--- src/verilog/bii_pkg.sv ---
// Package for the bit-invert instruction unit: opcode fields, address map, phases, carriers
package bii_pkg;

  // Instruction word layout: 0111 bbba ffff ffff
  localparam int          INSTR_W        = 16;
  localparam logic [3:0]  OPC_BIT_INVERT = 4'h7;
  localparam int          OPC_MSB        = 15;
  localparam int          OPC_LSB        = 12;
  localparam int          BIT_IDX_MSB    = 11;
  localparam int          BIT_IDX_LSB    = 9;
  localparam int          ACCESS_BIT     = 8;
  localparam int          FADDR_MSB      = 7;
  localparam int          FADDR_LSB      = 0;

  // Data memory address map
  localparam int          DADDR_W        = 12;
  localparam int          BANK_W         = 4;
  localparam int          DATA_W         = 8;
  localparam logic [7:0]  ACCESS_LOW_MAX = 8'h5f;
  localparam logic [3:0]  ACCESS_HI_BANK = 4'hf;
  localparam logic [3:0]  ACCESS_LO_BANK = 4'h0;

  // Reset values
  localparam logic [11:0] DADDR_RST      = 12'h000;
  localparam logic [7:0]  DATA_RST       = 8'h00;
  localparam logic [2:0]  BIT_IDX_RST    = 3'h0;

  // Timing: one instruction cycle is four clocks
  localparam real         CLK_PERIOD_NS  = 10.0;
  localparam int          Q_PER_CYCLE    = 4;

  // Phase of the four-phase instruction cycle
  typedef enum logic [1:0] {
    BII_Q1 = 2'b00,
    BII_Q2 = 2'b01,
    BII_Q3 = 2'b10,
    BII_Q4 = 2'b11
  } bii_phase_t;

  // Addressing mode resolved at decode
  typedef enum logic [1:0] {
    BII_MODE_ACCESS  = 2'b00,
    BII_MODE_BANKED  = 2'b01,
    BII_MODE_INDEXED = 2'b10
  } bii_mode_t;

  // Request toward the data memory / register file
  typedef struct packed {
    logic [11:0] addr;
    logic [7:0]  wdata;
    logic        rd;
    logic        wr;
  } bii_dm_req_t;

  // Core context needed to resolve the address
  typedef struct packed {
    logic [3:0]  bank_select_reg;
    logic [11:0] index_base;
    logic        ext_set_en;
  } bii_ctx_t;

endpackage : bii_pkg

--- src/verilog/bii_core.sv ---
// Decode and execution of the single-word bit-invert instruction
`timescale 1ns/1ps

// Operation
// - Decode 0111 bbba, invert only bit b
// - Access flag clear: address the access bank
// - Access flag set: bank select chooses bank
// - Extended set, a=0, f<=5Fh: indexed offset
module bii_core (
  // Clock and reset
  input  wire logic                      clock_in,
  input  wire logic                      nrst_in,
  // Instruction fetch path, sampled in Q1
  input  wire logic                      instr_valid_in,
  input  wire logic [15:0]               instr_in,
  // Core context
  input  wire bii_pkg::bii_ctx_t         ctx_in,
  // Data memory port
  input  wire logic [7:0]                dm_rdata_in,
  output bii_pkg::bii_dm_req_t           dm_req_out,
  // Status
  output logic                           bit_invert_op_out,
  output logic [1:0]                     mode_out,
  output logic [1:0]                     phase_out,
  output logic                           done_out
);

  bii_pkg::bii_phase_t phase;
  bii_pkg::bii_phase_t phase_q;

  // Decode wires
  logic [3:0]         opc_field;
  logic               opc_hit;
  logic [2:0]         bit_idx;
  logic               access_flag;
  logic [7:0]         faddr;
  logic               low_half;
  logic [2:0]         sel_code;
  logic [11:0]        addr_d;
  bii_pkg::bii_mode_t mode_d;

  // Phase strobes
  logic               in_q1;
  logic               in_q3;
  logic               in_q4;

  // Per-bit inversion
  logic [7:0]         flip_mask;
  logic [7:0]         wdata_d;

  // Execution state
  logic        active_q;
  logic [2:0]  bit_idx_q;
  logic [11:0] addr_q;
  logic [7:0]  wdata_q;
  logic        rd_q;
  logic        wr_q;
  logic        done_q;
  bii_pkg::bii_mode_t mode_q;

  bii_qphase u_qphase (
    .clock_in  (clock_in),
    .nrst_in   (nrst_in),
    .phase_out (phase)
  );

  // Field extraction
  assign opc_field   = instr_in[bii_pkg::OPC_MSB:bii_pkg::OPC_LSB];
  assign opc_hit     = instr_valid_in && (opc_field == bii_pkg::OPC_BIT_INVERT);
  assign bit_idx     = instr_in[bii_pkg::BIT_IDX_MSB:bii_pkg::BIT_IDX_LSB];
  assign access_flag = instr_in[bii_pkg::ACCESS_BIT];
  assign faddr       = instr_in[bii_pkg::FADDR_MSB:bii_pkg::FADDR_LSB];
  assign low_half    = (faddr <= bii_pkg::ACCESS_LOW_MAX);
  assign sel_code    = {access_flag, ctx_in.ext_set_en, low_half};

  // Address resolution, keyed by {access flag, extended set, low half}
  // The access flag wins; the extended set only reroutes low-half access hits
  always_comb begin
    case (sel_code)
      3'b100, 3'b101, 3'b110, 3'b111: begin
        mode_d = bii_pkg::BII_MODE_BANKED;
        addr_d = {ctx_in.bank_select_reg, faddr};
      end
      3'b011: begin
        // The offset is unsigned; a base near the top of memory wraps around
        mode_d = bii_pkg::BII_MODE_INDEXED;
        addr_d = 12'(ctx_in.index_base + {4'h0, faddr});
      end
      3'b001: begin
        mode_d = bii_pkg::BII_MODE_ACCESS;
        addr_d = {bii_pkg::ACCESS_LO_BANK, faddr};
      end
      default: begin
        // Upper part of the access bank always maps onto the special registers
        mode_d = bii_pkg::BII_MODE_ACCESS;
        addr_d = {bii_pkg::ACCESS_HI_BANK, faddr};
      end
    endcase
  end

  // One strobe per working phase, so every stage but the busy flag keys off a plain flag
  // Q2 needs none: the read strobe is launched from the Q1 decode itself
  always_comb begin
    in_q1 = 1'b0;
    in_q3 = 1'b0;
    in_q4 = 1'b0;
    case (phase)
      bii_pkg::BII_Q1: begin
        in_q1 = 1'b1;
      end
      bii_pkg::BII_Q3: begin
        in_q3 = 1'b1;
      end
      bii_pkg::BII_Q4: begin
        in_q4 = 1'b1;
      end
      default: begin
        in_q1 = 1'b0;
      end
    endcase
  end

  // Phase tracking for the status output
  always_ff @(posedge clock_in or negedge nrst_in) begin
    if (!nrst_in) begin
      phase_q <= bii_pkg::BII_Q1;
    end else begin
      phase_q <= phase;
    end
  end

  // Busy flag: raised by a decoded bit invert in Q1, dropped after the Q4 write
  always_ff @(posedge clock_in or negedge nrst_in) begin
    if (!nrst_in) begin
      active_q <= 1'b0;
    end else begin
      case (phase)
        bii_pkg::BII_Q1: begin
          active_q <= opc_hit;
        end
        bii_pkg::BII_Q4: begin
          active_q <= 1'b0;
        end
        default: begin
          active_q <= active_q;
        end
      endcase
    end
  end

  // Operand capture at the end of Q1; held until the next bit invert, so the
  // address cannot move between the read and the write of one instruction
  always_ff @(posedge clock_in or negedge nrst_in) begin
    if (!nrst_in) begin
      bit_idx_q <= bii_pkg::BIT_IDX_RST;
      addr_q    <= bii_pkg::DADDR_RST;
      mode_q    <= bii_pkg::BII_MODE_ACCESS;
    end else if (in_q1 && opc_hit) begin
      bit_idx_q <= bit_idx;
      addr_q    <= addr_d;
      mode_q    <= mode_d;
    end
  end

  // Read strobe is high for the whole of Q2; the memory answers during Q3
  always_ff @(posedge clock_in or negedge nrst_in) begin
    if (!nrst_in) begin
      rd_q <= 1'b0;
    end else begin
      rd_q <= in_q1 && opc_hit;
    end
  end

  // One comparator per data bit: only the indexed bit flips, the rest pass through
  for (genvar gi = 0; gi < bii_pkg::DATA_W; gi++) begin : g_flip
    assign flip_mask[gi] = (bit_idx_q == 3'(gi));
    assign wdata_d[gi]   = dm_rdata_in[gi] ^ flip_mask[gi];
  end

  // Process in Q3: the read data is only valid in that clock
  always_ff @(posedge clock_in or negedge nrst_in) begin
    if (!nrst_in) begin
      wdata_q <= bii_pkg::DATA_RST;
    end else if (in_q3 && active_q) begin
      wdata_q <= wdata_d;
    end
  end

  // Write strobe is high for the whole of Q4
  always_ff @(posedge clock_in or negedge nrst_in) begin
    if (!nrst_in) begin
      wr_q <= 1'b0;
    end else begin
      wr_q <= in_q3 && active_q;
    end
  end

  // Completion pulse in the Q1 that follows the write
  // Lets the core retire the instruction without tracking phases itself
  always_ff @(posedge clock_in or negedge nrst_in) begin
    if (!nrst_in) begin
      done_q <= 1'b0;
    end else begin
      done_q <= in_q4 && active_q;
    end
  end

  // No status flag is touched: the unit has no path to the status register
  // The request is built in one process so the carrier has a single driver
  always_comb begin
    dm_req_out.addr  = addr_q;
    dm_req_out.wdata = wdata_q;
    dm_req_out.rd    = rd_q;
    dm_req_out.wr    = wr_q;
  end

  // Status outputs
  assign bit_invert_op_out  = active_q;
  assign mode_out           = mode_q;
  assign phase_out          = phase_q;
  assign done_out           = done_q;

endmodule : bii_core

--- src/verilog/bii_qphase.sv ---
// Four-phase instruction cycle sequencer
`timescale 1ns/1ps

module bii_qphase (
  // Clock and reset
  input  wire logic               clock_in,
  input  wire logic               nrst_in,
  // Phase
  output bii_pkg::bii_phase_t     phase_out
);

  bii_pkg::bii_phase_t phase_q;

  // Free-running: Q1 follows reset release, then Q2, Q3, Q4, Q1 ...
  always_ff @(posedge clock_in or negedge nrst_in) begin
    if (!nrst_in) begin
      phase_q <= bii_pkg::BII_Q1;
    end else begin
      case (phase_q)
        bii_pkg::BII_Q1: phase_q <= bii_pkg::BII_Q2;
        bii_pkg::BII_Q2: phase_q <= bii_pkg::BII_Q3;
        bii_pkg::BII_Q3: phase_q <= bii_pkg::BII_Q4;
        bii_pkg::BII_Q4: phase_q <= bii_pkg::BII_Q1;
        default:         phase_q <= bii_pkg::BII_Q1;
      endcase
    end
  end

  assign phase_out = phase_q;

endmodule : bii_qphase
--- config.mk ---
export PLATFORM = sky130hd
export DESIGN_NAME = bii_core
export DESIGN_NICKNAME = d
export VERILOG_FILES = /design/src/verilog/bii_pkg.sv /design/src/verilog/bii_core.sv /design/src/verilog/bii_qphase.sv
export SDC_FILE = /design/constraint.sdc
export NUM_CORES = 1
export LEC_CHECK = 0
export BUFFER_PORTS_ARGS = -buffer_cell sky130_fd_sc_hd__clkbuf_2
export CAP_MARGIN = 15
export CORE_MARGIN = 2
export CORE_UTILIZATION = 53
export DETAILED_ROUTE_END_ITERATION = 7
export PLACE_DENSITY = 0.89
export SLEW_MARGIN = 10
export SYNTH_ARGS = -nofsm -noshare
export SYNTH_HDL_FRONTEND = slang
export SYNTH_SLANG_ARGS = --single-unit
--- constraint.sdc ---
create_clock -name clock_in -period 2.5 [get_ports clock_in]
set_clock_uncertainty 0.05 [all_clocks]
set_input_delay 0.125 -clock clock_in [delete_from_list [all_inputs] [get_ports clock_in]]
set_output_delay 0.125 -clock clock_in [all_outputs]
set_load 0.02 [all_outputs]
* Yosys cells after proc, flatten, opt, wreduce, memory -nomap -nowiden
Cells that the tools add are included.
Storage, ports and cells: register bits 33, input port bits 44, output and inout bits 28, logic and storage cells 52
Operators by class: $add $sub $neg 1, magnitude comparators 1, eq/ne operators 17, multiplexer cells 7, bitwise gates (word level) 8, reduce and logical (&&, ||, !) cells 8
Operators with widths (count):
- 12-bit case mux with 3 select lines | 1
- 3-bit equality test, second input constant | 8
- 12-bit by 8-bit adder with 12-bit output | 1
- 3-bit by 2-bit equality test with 1-bit output, second input constant | 3
- 8-bit by 7-bit <= comparator with 1-bit output, second input constant | 1
- 2-bit case mux with 4 select lines | 1
- 1-bit bitwise XOR | 8
- 3-bit by 1-bit equality test with 1-bit output, second input constant | 2
- 2-bit equality test, second input constant | 2
- 4-bit by 3-bit equality test with 1-bit output, second input constant | 1
- 1-bit logical AND | 4
- 2-bit case mux with 2 select lines | 1
- 4-bit OR reduction | 1
- 3-bit zero test | 1
- 1-bit 2-to-1 mux | 3
- 2-bit by 1-bit equality test with 1-bit output, second input constant | 1
- 2-bit zero test | 1
- 1-bit case mux with 2 select lines | 1
- 2-bit nonzero test | 1

* Depth between registers and ports, before layout
Gate-level depths: netlist (run 1).
depth in word-level cells 4, mapped depth 7

* Modules after synthesis
Synthesis (run 1) repeated with hierarchy kept, for this count alone.
Second synthesis, totals: cell total of the unflattened synthesis 210, area, all modules 1933.1 sq um
Modules (own cells, without submodules):
- bii_core | instances 1, cells an instance 203, area each 1844.3 sq um, sequential area each 775.7 sq um
- bii_qphase | instances 1, cells an instance 7, area each 88.8 sq um, sequential area each 50.0 sq um

* Least setup slack after synthesis (run 1)
Ideal clock, no wire load.
path type input-to-reg, start point input instr_in[0], end point register addr_q[6], library setup time 0.127 ns, arrival 1.436 ns, data required time 2.323 ns, slack 0.887 ns, cell stages on the path 7, cells stage by stage ha_1 > fa_1 > a21oi_1 > o21ai_0 > a21oi_1 > mux2i_1 > nand3_1
Between the ends: longest elaborated chain between the ends 4, elaborated cells on any way between the ends 10, those cells by class add/sub (1); order compare (1); eq/ne (6); mux (1); reduce/logical (1)
Ends and longest elaborated chain:
- start: declaration | RTL line bii_core.sv:15 | input wire logic [15:0] instr_in,
- 8-bit by 7-bit <= comparator with 1-bit output | RTL line bii_core.sv:73 | assign low_half = (faddr <= bii_pkg::ACCESS_LOW_MAX);
- 3-bit equality test | RTL line bii_core.sv:79 | case (sel_code)
- 4-bit OR reduction | RTL line bii_core.sv:79
- 12-bit case mux with 3 select lines * | RTL line bii_core.sv:79
- end signal: assignment | RTL line bii_core.sv:156 | addr_q <= bii_pkg::DADDR_RST;
- end signal: assignment | RTL line bii_core.sv:160 | addr_q <= addr_d;
- end: declaration | RTL line bii_core.sv:54 | logic [11:0] addr_q;
Mark *: on every way between the ends. The rest lies on a longest branch, timed or not. A chain may end at the register's enable or synchronous reset.

* Worst setup path after layout (run 1)
start point register u_qphase.phase_q[0], in the netlist u_qphase.phase_out[0], end point register addr_q[11]
Between the ends: longest elaborated chain between the ends 3
Ends and longest elaborated chain:
- start: declaration | RTL line bii_qphase.sv:12 | bii_pkg::bii_phase_t phase_q;
- start signal: assignment | RTL line bii_qphase.sv:17 | phase_q <= bii_pkg::BII_Q1;
- start signal: assignment | RTL line bii_qphase.sv:20 | bii_pkg::BII_Q1: phase_q <= bii_pkg::BII_Q2;
- start signal: assignment | RTL line bii_qphase.sv:21 | bii_pkg::BII_Q2: phase_q <= bii_pkg::BII_Q3;
- 2-bit zero test | RTL line bii_core.sv:107 | case (phase)
- 1-bit 2-to-1 mux | RTL line bii_core.sv:107
- 1-bit logical AND | RTL line bii_core.sv:158 | end else if (in_q1 && opc_hit) begin
Every way passes these cells.

==> out/results.tsv, run 1 <==
metric	value	unit
leakage	1.241	nW
top post-synthesis cells by area	dfrtp_1 42%, ha_1 7.1%, nand2_1 5.2%	
net switching power	395.6	µW
final wirelength	3.781	mm
routability cong.	0.7862	
Worst slew margin	46.46	%
CP max stage cell	dfrtp_1	
post-synthesis area per instance	9.469	µm²
Via density	5.169	
Worst-path clk slew	60	ps
crit-path cells	inv_1 > ha_1 > nand3_4 > nor4_1 > mux2i_1 > nand3_1	
Clock Root Buffer	clkbuf_8	
Max Slew Vio Count	0	
PwrDens	537.7	nW/µm²
Initial Util	54.09	%
Synth-to-Final Area Change	24.25	%
syn nets	262	
power share of the combinational group	24.4	%
clock sink count	33	
startpoint types	register	
Pint	907.6	µW
# H-tree levels	2	
number of max-cap violations	0	
Crit. End Element	register	
switching part of the total power	30.35	%
layout net count	333	
fraction of registers with async set/reset	100.0	%
vias in the first global route	1546	
ys flop type	dfrtp_1	
crit path kind	register to register	
post-synth top area share	42.33	%
most common cell in the synthesized netlist	dfrtp_1	
Ports	72	
die width	64.67	µm
CTS Buf Count	5	
Port Buf Inserts	71	
DRT Pass-1 Iters	4	
largest net degree at the start of global routing	34	
Synth Instances	206	
first-pass GRT wire length	6.486	mm
CTS Buffer Depth	2	
Hold Vio Cnt, Final	0	
hold crit path type	input port to register	
ANT nets after route	0	
via count	1685	
# rows	22	
IR drop worst, VDD	0.0002280	V
die height	64.67	µm
top cells by count, synth	33 x dfrtp_1, 27 x nand2_1, 18 x nor2_1, 17 x a21oi_1, 11 x ha_1	
initial antenna violation count	0	
DIE AREA	4182	µm²
worst-margin pin slew	803.2	ps
unrepaired setup endpoints after global routing	no	
drt initial violations	85	
layout cells sized above 1	32.37	%
critical path fanouts, max	32	
CTS tree	yes	
GRT Util Overall	19.62	%
required time worst endpoint	2660	ps
Synth area leader	dfrtp_1	
status	completed	
Residual DRC	0	
part of the power in registers	47.2	%
Layout Utilization	67.21	%
DR WL/cell	11.60	µm
CP Data Arrival Time	1860	ps
final worst path period share	67.90	%
clk_lat worst skew	270	ps
Largest stage delay, worst path	400	ps
final setup vio count	0	
core area	3606	µm²
fin crit period	1697	ps
GRT overflow	0	
clock share of power	28.4	%
synth warn	0	
sum of negative setup slack	0	ps
setup repair bufs after CTS	0	
Post-DP HPWL	2.948	mm
register area share after synthesis	42.33	%
Synth cell types	39	
# diodes	0	
Post-Syn Area	1951	µm²
register bit total from synthesis	33	
FMAX	589.1	MHz
number of synthesized flops with an enable pin	0	
-- flip-flops by register name, indices dropped and copies added, names as in the netlist --
register / count
addr_q: 12
u_qphase.phase_out: 2
done_out: 1
wdata_q: 8
rd_q: 1
bit_invert_op_out: 1
wr_q: 1
phase_out: 2
mode_out: 2
bit_idx_q: 3
-- kinds of logic (layout without fill, tap and decap cells) --
group                      after synthesis  after routing  synth area share [%]
buffers and inverters                   17             89                 4.746
adders and majority gates               12             12                 8.082
muxes                                    8              8                 4.105
xor gates and xnor gates                15             15                 6.735
DFF                                     33             33                 42.33
and+or+nand+nor                         78             78                 20.59
AOI/OAI and AO/OA                       43             43                 13.41
-- final timing paths --
path	cells after the start	from	endpoint	slack, ps
max in group asynchronous	2	nrst_in	addr_q[2]	1480
worst min-delay path	3	ctx_in[12]	addr_q[11]	90
worst min register to register	0	u_qphase.phase_out[0]	phase_out[0]	370
min in group asynchronous	2	nrst_in	phase_out[0]	420
worst max-delay path	6	u_qphase.phase_out[0]	addr_q[11]	800
worst max register to register	6	u_qphase.phase_out[0]	addr_q[11]	800
-- metal layers --
metal | vias to the layer above | global-route usage, % | routed length, µm
met5 | - | 0 | 0
met4 | 0 | 7.181 | 62
met3 | 8 | 3.993 | 212
li1 | 853 | - | -
met1 | 762 | 24.86 | 1689
met2 | 62 | 33.20 | 1816
-- metrics by stage --
step | std cells | worst slack [ps] | area, µm² | power [mW] | hold WS (ps)
5_1_grt | 326 | 649.4 | 2424 | 1.386 | 109.1
6_report | 326 | 802.5 | 2424 | 1.303 | 87.74
4_1_cts | 326 | 791.5 | 2424 | 1.318 | 86.52
3_5_place_dp | 314 | 675.5 | 2301 | 0.9401 | 200.9
2_1_floorplan | 206 | 887.2 | 1951 | 0.8178 | -220.6
3_3_place_gp | 314 | 679.9 | 2301 | 0.9315 | 196.4
-- worst max-delay path, delay by kind of cell (launching register included) --
kind / cells / cell delay [ps]
buf+inv: 1 / 90
fa+ha+maj: 1 / 210
mux: 1 / 110
flops: 1 / 400
simple gates: 3 / 770
-- layout by cell type (no fill, tap or decap), types with 2 or more instances in the layout --
master	netlist	routed
o21ai_0	5	5
clkinv_2	0	2
clkbuf_2	0	71
dfrtp_1	33	33
o21ai_1	9	9
mux2i_1	8	8
dlygate4sd3_1	0	4
xor2_1	8	8
nor2_1	18	18
nand2_1	27	27
nor2b_2	4	4
nand3_1	10	10
clkbuf_8	0	5
o211ai_1	2	2
a21oi_1	17	17
a21o_1	2	2
and2_1	2	2
nor3_2	3	3
o21bai_1	2	2
nor3_1	6	6
inv_1	5	5
xnor2_1	7	7
ha_1	11	11
-- power groups by stage --
| stage | clock network, mW | registers [mW] | logic (mW) |
|---|---|---|---|
| floorplan | 0 | 0.663 | 0.155 |
| global placement | 0 | 0.622 | 0.309 |
| detailed placement | 0 | 0.624 | 0.316 |
| CTS | 0.382 | 0.614 | 0.322 |
| global route | 0.409 | 0.620 | 0.357 |
| finish | 0.370 | 0.615 | 0.318 |
-- timing repair --
action | in CTS | in global routing
gates resized for setup | 0 | 0
endpoints found under the hold margin | 36 | 0
hold buffers | 4 | 0
-- final cells by class --
class,instances,area [µm²]
multi-input combinational,156,1032
fill,299,1182
timing repair buffer,75,395.4
inverter,6,27.53
clock inverter,2,10.01
tap,48,60.06
sequential,33,825.8
clock buffer,6,72.57
Power figures use the tool's default switching activity.
==> inputs of run 2 (changes only) <==
--- a/config.mk
+++ b/config.mk
@@ -5,12 +5,13 @@
 export SDC_FILE = /design/constraint.sdc
 export NUM_CORES = 1
 export LEC_CHECK = 0
+export ABC_AREA = 1
 export BUFFER_PORTS_ARGS = -buffer_cell sky130_fd_sc_hd__clkbuf_2
 export CAP_MARGIN = 15
 export CORE_MARGIN = 2
-export CORE_UTILIZATION = 53
+export CORE_UTILIZATION = 45
 export DETAILED_ROUTE_END_ITERATION = 7
-export PLACE_DENSITY = 0.89
+export PLACE_DENSITY = 0.8
 export SLEW_MARGIN = 10
 export SYNTH_ARGS = -nofsm -noshare
 export SYNTH_HDL_FRONTEND = slang
==> constraint.sdc (replaced) <==
create_clock -name clock_in -period 1.4 [get_ports clock_in]
set_clock_uncertainty 0.05 [all_clocks]
set_input_delay 0.07 -clock clock_in [delete_from_list [all_inputs] [get_ports clock_in]]
set_output_delay 0.07 -clock clock_in [all_outputs]
set_load 0.02 [all_outputs]
==> run 2 against run 1 <==
Critical endpoint is now addr_q[7]. The flow now finishes with violations (negative setup slack). Non-clock buffer count rose by 28. Hold slack worse by 65 ps. Global-route usage rose by 1.9 points. Power grew 110%. Wire length increased by 36%. Sequential share of layout area fell by 5.4 points. Clock-buffer cell count up 1.
==> out/results.tsv, run 2 <==
metric	value	unit	change
Hold Path End	bit_invert_op_out		was addr_q[11]
routability cong.	0.8205		was 0.7862
Final Power	2.792	mW	was 1.303 mW
# rows	24		was 22
DIE AREA	5095	µm²	was 4182 µm²
IR drop worst, VDD	0.0004603	V	was 0.0002280 V
unrepaired setup endpoints after global routing	yes		was no
worst-margin pin slew	447.8	ps	was 803.2 ps
final worst path period share	100.4	%	was 67.90%
final wirelength	5.142	mm	was 3.781 mm
PwrDens	970.9	nW/µm²	was 537.7 nW/µm²
Reg2Reg Setup Slack	-6	ps	was 800 ps
placed cells	396		was 314
Synth cell types	32		was 39
number of max-cap violations	0		unchanged
clk_lat worst skew	290	ps	was 270 ps
# diodes	0		unchanged
worst r2r dst	addr_q[7]		was addr_q[11]
most common cell in the synthesized netlist	nand2_1		was dfrtp_1
ys flop type	dfrtp_1		unchanged
Synth Instances	257		was 206
top cells by count, synth	66 x nand2_1, 33 x dfrtp_1, 27 x nand3_1, 25 x inv_1, 20 x o21ai_0		was 33 x dfrtp_1, 27 x nand2_1, 18 x nor2_1, 17 x a21oi_1, 11 x ha_1
Via density	4.998		was 5.169
status	complete, but fails checks		was completed
first-pass GRT wire length	8.638	mm	was 6.486 mm
failing checks	negative setup slack		
synth warn	0		unchanged
max FFs per register	12		unchanged
Post-DP HPWL	4.060	mm	was 2.948 mm
CP max stage cell	dfrtp_1		unchanged
FMAX	711.2	MHz	was 589.1 MHz
ANT nets after route	0		unchanged
hold path depth	3		unchanged
Post-Syn Area	2043	µm²	was 1951 µm²
crit path kind	register to register		unchanged
hold crit path type	input port to register		unchanged
Ports	72		unchanged
Synth-to-Final Area Change	40.72	%	was 24.25%
worst setup margin	-6.135	ps	was 802.5 ps
CP Data Arrival Time	1530	ps	was 1860 ps
GRT overflow	0		unchanged
leakage	1.576	nW	was 1.241 nW
syn nets	313		was 262
top post-synthesis cells by area	dfrtp_1 40%, nand2_1 12%, ha_1 6.7%		was dfrtp_1 42%, ha_1 7.1%, nand2_1 5.2%
Clock Root Buffer	clkbuf_8		unchanged
register bit total from synthesis	33		unchanged
register area share after synthesis	40.42	%	was 42.33%
Layout Cells excl Fill	414		was 326
layout cells sized above 1	37.29	%	was 32.37%
fraction of registers with async set/reset	100.0	%	unchanged
via count	2069		was 1685
# H-tree levels	2		unchanged
post-synth top area share	40.42	%	was 42.33%
number of synthesized flops with an enable pin	0		unchanged
Largest stage delay, worst path	370	ps	was 400 ps
CTS Buffer Depth	2		unchanged
layout net count	417		was 333
Hold Vio Cnt, Final	0		unchanged
DRT Pass-1 Iters	5		was 4
crit-path cells	inv_2 > ha_4 > nand4_4 > clkinvlp_4 > or2_4 > a21boi_1		was inv_1 > ha_1 > nand3_4 > nor4_1 > mux2i_1 > nand3_1
R2R depth	6		unchanged
die width	71.38	µm	was 64.67 µm
register area	825.8	µm²	unchanged
DR WL/cell	12.42	µm	was 11.60 µm
largest net degree at the start of global routing	19		was 34
Synth area leader	dfrtp_1		unchanged
Worst slew margin	70.15	%	was 46.46%
critical path fanouts, max	5		was 32
most common cell after layout, fill and taps aside	clkbuf_2		unchanged
design area	2875	µm²	was 2424 µm²
Max Slew Vio Count	0		unchanged
largest register by flop count	addr_q		unchanged
startpoint types	register		unchanged
final setup vio count	2		was 0
Crit. End Element	register		unchanged
multi-input gate area in the final layout	1124	µm²	was 1032 µm²
Hold Slack	22.94	ps	was 87.74 ps
Residual DRC	0		unchanged
CTS tree	yes		unchanged
DP Area	2592	µm²	was 2301 µm²
hold_sp	instr_valid_in		was ctx_in[12]
fin crit period	1406	ps	was 1697 ps
fillers	380		was 299
Top Registers	addr_q x12, wdata_q x8, bit_idx_q x3		unchanged
vias in the first global route	1996		was 1546
clock sink count	33		unchanged
required time worst endpoint	1520	ps	was 2660 ps
GRT Util Overall	21.49	%	was 19.62%
drt initial violations	38		was 85
most frequent cells in the layout	71 x clkbuf_2, 63 x nand2_1, 33 x dfrtp_1, 26 x nand3_1, 22 x buf_4		was 71 x clkbuf_2, 33 x dfrtp_1, 27 x nand2_1, 18 x nor2_1, 17 x a21oi_1
Initial Util	46.93	%	was 54.09%
die height	71.38	µm	was 64.67 µm
Port Buf Inserts	71		unchanged
post-synthesis area per instance	7.950	µm²	was 9.469 µm²
CTS Buf Count	5		unchanged
Worst-path clk slew	60	ps	about the same
initial antenna violation count	0		unchanged
Worst R2R Start	u_qphase.phase_out[0]		unchanged
core area	4354	µm²	was 3606 µm²
==> run 2: metrics by stage <==
| stage | setup WS (ps) | util (%) | setup TNS [ps] |
|---|---|---|---|
| 2_1_floorplan | -16.89 | - | -16.89 |
| 3_3_place_gp | -129.0 | 59.54 | -421.4 |
| 3_5_place_dp | -170.7 | 59.54 | -772.9 |
| 4_1_cts | 0.8704 | 64.51 | 0 |
| 5_1_grt | -63.11 | 66.03 | -364.1 |
| 6_report | -6.135 | 66.03 | -7.486 |
==> run 2: how the worst max path moves through the flow <==
stage                               start    endpoint  slack [ps]  cells after the start
floorplan           u_qphase.phase_out[0]   addr_q[8]         -20                      7
global placement              instr_in[0]   addr_q[4]        -130                     11
detailed placement            instr_in[0]   addr_q[4]        -170                     11
CTS                 u_qphase.phase_out[0]  addr_q[10]         0.9                      7
global route        u_qphase.phase_out[0]   addr_q[7]         -60                      6
finish              u_qphase.phase_out[0]   addr_q[7]          -6                      6
==> run 2: cell type report <==
class                      count  share of cell area [%]
clock buffer                   7                   3.003
clock inverter                 1                   1.044
inverter                      26                   3.481
multi-input combinational    191                   39.08
sequential                    33                   28.72
tap                           52                   2.263
timing repair buffer         103                   22.15
timing repair inverter         1                  0.2611
==> run 2: timing repair <==
item | 4_1_cts | 5_1_grt
setup buffers | 3 | 2
cloned | 1 | 0
gates resized for setup | 7 | 26
hold buffers | 4 | 0
pin swaps | 2 | 7
setup endpoints to repair | 8 | 15
endpoints found under the hold margin | 20 | 0
==> run 2: layer usage <==
metal | GRT usage (%) | up-vias | wire [µm]
met3 | 3.938 | 7 | 262
met4 | 7.757 | 0 | 81
met2 | 37.55 | 57 | 2595
met1 | 26.49 | 954 | 2203
met5 | 0 | - | 0
li1 | - | 1051 | -
==> run 2: worst max-delay path, delay by kind of cell (launching register included) <==
kind / cells / cell delay [ps]
AOI/OAI and AO/OA: 1 / 120
adders and majority gates: 1 / 170
buffers and inverters: 2 / 210
DFF: 1 / 370
and+or+nand+nor: 2 / 370
==> run 2: cell families after synthesis <==
family          count (synthesis)  share of synthesized area [%]
xor+xnor                       10                          4.287
flops                          33                          40.42
compound gates                 42                          12.00
fa+ha+maj                      12                          7.716
buf+inv                        33                          7.776
simple gates                  127                          27.80
==> run 2: power breakdown <==
group	internal [mW]	switching [mW]	total [mW]	leakage, nW
Clock	0.580	0.353	0.933	0.0585
Combinational	0.316	0.426	0.742	1.11
Sequential	1.05	0.0652	1.12	0.405
Total	1.95	0.844	2.79	1.58
==> inputs of run 3 (changes only) <==
--- a/config.mk
+++ b/config.mk
@@ -9,9 +9,9 @@
 export BUFFER_PORTS_ARGS = -buffer_cell sky130_fd_sc_hd__clkbuf_2
 export CAP_MARGIN = 15
 export CORE_MARGIN = 2
-export CORE_UTILIZATION = 45
+export CORE_UTILIZATION = 54
 export DETAILED_ROUTE_END_ITERATION = 7
-export PLACE_DENSITY = 0.8
+export PLACE_DENSITY = 0.9
 export SLEW_MARGIN = 10
 export SYNTH_ARGS = -nofsm -noshare
 export SYNTH_HDL_FRONTEND = slang
==> constraint.sdc (replaced) <==
create_clock -name clock_in -period 1.8 [get_ports clock_in]
set_clock_uncertainty 0.05 [all_clocks]
set_input_delay 0.09 -clock clock_in [delete_from_list [all_inputs] [get_ports clock_in]]
set_output_delay 0.09 -clock clock_in [all_outputs]
set_load 0.02 [all_outputs]
==> run 3 against run 2 <==
The run now ends clean. Non-clock buffer count shrank 25. Global-route usage grew 2.8 points. Worst setup slack improved by 320 ps. Final cell count shrank 7.5%. Sequential share of layout area rose by 3.5 points. Via count decreased by 5.3%. Sequential power decreased by 23%. Utilization increased by 4.0 points. Highest routed layer unchanged.
==> out/results.tsv, run 3 (synthesized netlist as in run 2, its figures left out) <==
metric	value	unit	change
hold_sp	instr_in[2]		was instr_valid_in
layout cells sized above 1	28.06	%	was 37.29%
CTS Buf Count	5		unchanged
most frequent cells in the layout	71 x clkbuf_2, 66 x nand2_1, 33 x dfrtp_1, 27 x nand3_1, 25 x inv_1		was 71 x clkbuf_2, 63 x nand2_1, 33 x dfrtp_1, 26 x nand3_1, 22 x buf_4
Place WS	110.9	ps	was -170.7 ps
Residual DRC	0		unchanged
# H-tree levels	2		unchanged
vias in the first global route	1892		was 1996
DR WL/cell	12.10	µm	was 12.42 µm
critical path fanouts, max	13		was 5
largest register by flop count	addr_q		unchanged
# diodes	0		unchanged
CTS tree	yes		unchanged
routability cong.	0.9322		was 0.8205
Port Buf Inserts	71		unchanged
Worst-path clk slew	70	ps	was 60 ps
fin crit period	1483	ps	was 1406 ps
final setup vio count	0		was 2
final wirelength	4.635	mm	was 5.142 mm
Clock Root Buffer	clkbuf_8		unchanged
Worst R2R Start	u_qphase.phase_out[0]		unchanged
GRT Util Overall	24.28	%	was 21.49%
Ports	72		unchanged
status	completed		was complete, but fails checks
Worst slew margin	46.75	%	was 70.15%
clock sink count	33		unchanged
ANT nets after route	0		unchanged
clk_lat worst skew	280	ps	was 290 ps
# rows	22		was 24
crit-path cells	inv_1 > ha_1 > nand4_2 > inv_2 > buf_4 > o21ai_0 > o21ai_1		was inv_2 > ha_4 > nand4_4 > clkinvlp_4 > or2_4 > a21boi_1
Largest stage delay, worst path	390	ps	was 370 ps
FMAX	674.3	MHz	was 711.2 MHz
IR drop worst, VDD	0.0003845	V	was 0.0004603 V
GRT overflow	0		unchanged
hold crit path type	input port to register		unchanged
Max Slew Vio Count	0		unchanged
Top Registers	addr_q x12, wdata_q x8, bit_idx_q x3		unchanged
sum of negative setup slack	0	ps	was -7.486 ps
Reg2Reg Setup Slack	320	ps	was -6 ps
first-pass GRT wire length	7.969	mm	was 8.638 mm
unrepaired setup endpoints after global routing	no		was yes
Hold Path End	addr_q[2]		was bit_invert_op_out
core area	3661	µm²	was 4354 µm²
layout net count	391		was 417
Hold Slack	27.13	ps	was 22.94 ps
startpoint types	register		unchanged
CP max stage cell	dfrtp_1		unchanged
final worst path period share	82.39	%	was 100.4%
post-cts sizing count	0		was 7
R2R depth	7		was 6
number of max-cap violations	0		unchanged
worst r2r dst	addr_q[5]		was addr_q[7]
PwrDens	799.2	nW/µm²	was 970.9 nW/µm²
die width	65.51	µm	was 71.38 µm
initial antenna violation count	0		unchanged
worst-margin pin slew	798.8	ps	was 447.8 ps
crit path kind	register to register		unchanged
Hold Vio Cnt, Final	0		unchanged
Crit. End Element	register		unchanged
drt initial violations	139		was 38
DIE AREA	4292	µm²	was 5095 µm²
CP Data Arrival Time	1650	ps	was 1530 ps
most common cell after layout, fill and taps aside	clkbuf_2		unchanged
Post-DP HPWL	3.713	mm	was 4.060 mm
Synth-to-Final Area Change	25.47	%	was 40.72%
die height	65.51	µm	was 71.38 µm
hold path depth	3		unchanged
Via density	5.117		was 4.998
largest net degree at the start of global routing	34		was 19
max FFs per register	12		unchanged
CTS Buffer Depth	2		unchanged
via count	1960		was 2069
required time worst endpoint	1970	ps	was 1520 ps
Initial Util	55.81	%	was 46.93%
DRT Pass-1 Iters	4		was 5
leakage	1.430	nW	was 1.576 nW
worst setup margin	317.0	ps	was -6.135 ps
-- run 3: worst max path at each step --
| stage | start | end | slack (ps) |
|---|---|---|---|
| after floorplan | instr_in[0] | addr_q[4] | 350 |
| after global placement | instr_in[0] | addr_q[4] | 180 |
| after detailed placement | instr_in[0] | addr_q[4] | 110 |
| after CTS | u_qphase.phase_out[0] | addr_q[5] | 300 |
| after global routing | u_qphase.phase_out[0] | addr_q[10] | 150 |
| final | u_qphase.phase_out[0] | addr_q[5] | 320 |
-- run 3: through the flow --
step	power (mW)	instances	util, %	area (µm²)
floorplan	1.199	257	-	2043
global placement	1.380	372	66.10	2420
detailed placement	1.395	372	66.10	2420
CTS	2.067	383	70.03	2564
global route	2.174	383	70.03	2564
finish	2.049	383	70.03	2564
-- run 3: critical path: cells and delay by family (launching register included) --
kind                     cells  cell delay, ps
AO/OA/AOI/OAI                2             200
buffers and inverters        3             460
adder cells (fa/ha/maj)      1             180
flip-flops                   1             390
AND/OR/NAND/NOR              1             110
-- run 3: area by class of cell --
cell class | count | area, µm²
Inverter | 26 | 97.59
Clock inverter | 2 | 35.03
Sequential cell | 33 | 825.8
Multi-Input combinational cell | 191 | 1059
Timing Repair Buffer | 78 | 417.9
Clock buffer | 5 | 68.82
Fill cell | 326 | 1097
Tap cell | 48 | 60.06
-- run 3: power by group --
part | switching, mW | leakage, nW | internal, mW
Clock | 0.260 | 0.0540 | 0.402
Sequential | 0.0470 | 0.405 | 0.818
Combinational | 0.317 | 0.971 | 0.206
-- run 3: per-layer routing --
metal	wire length (µm)	share of wire (%)	vias up	GRT usage, %
li1	-	-	995	-
met1	1977	43	893	29.40
met2	2275	49	62	41.58
met3	286	6.2	10	6.849
met4	95	2.0	0	8.073
met5	0	0	-	0
-- run 3: what timing repair did --
item	4_1_cts	5_1_grt
setup buffers	0	0
hold buffers	4	0
hold endpoints to repair	36	0
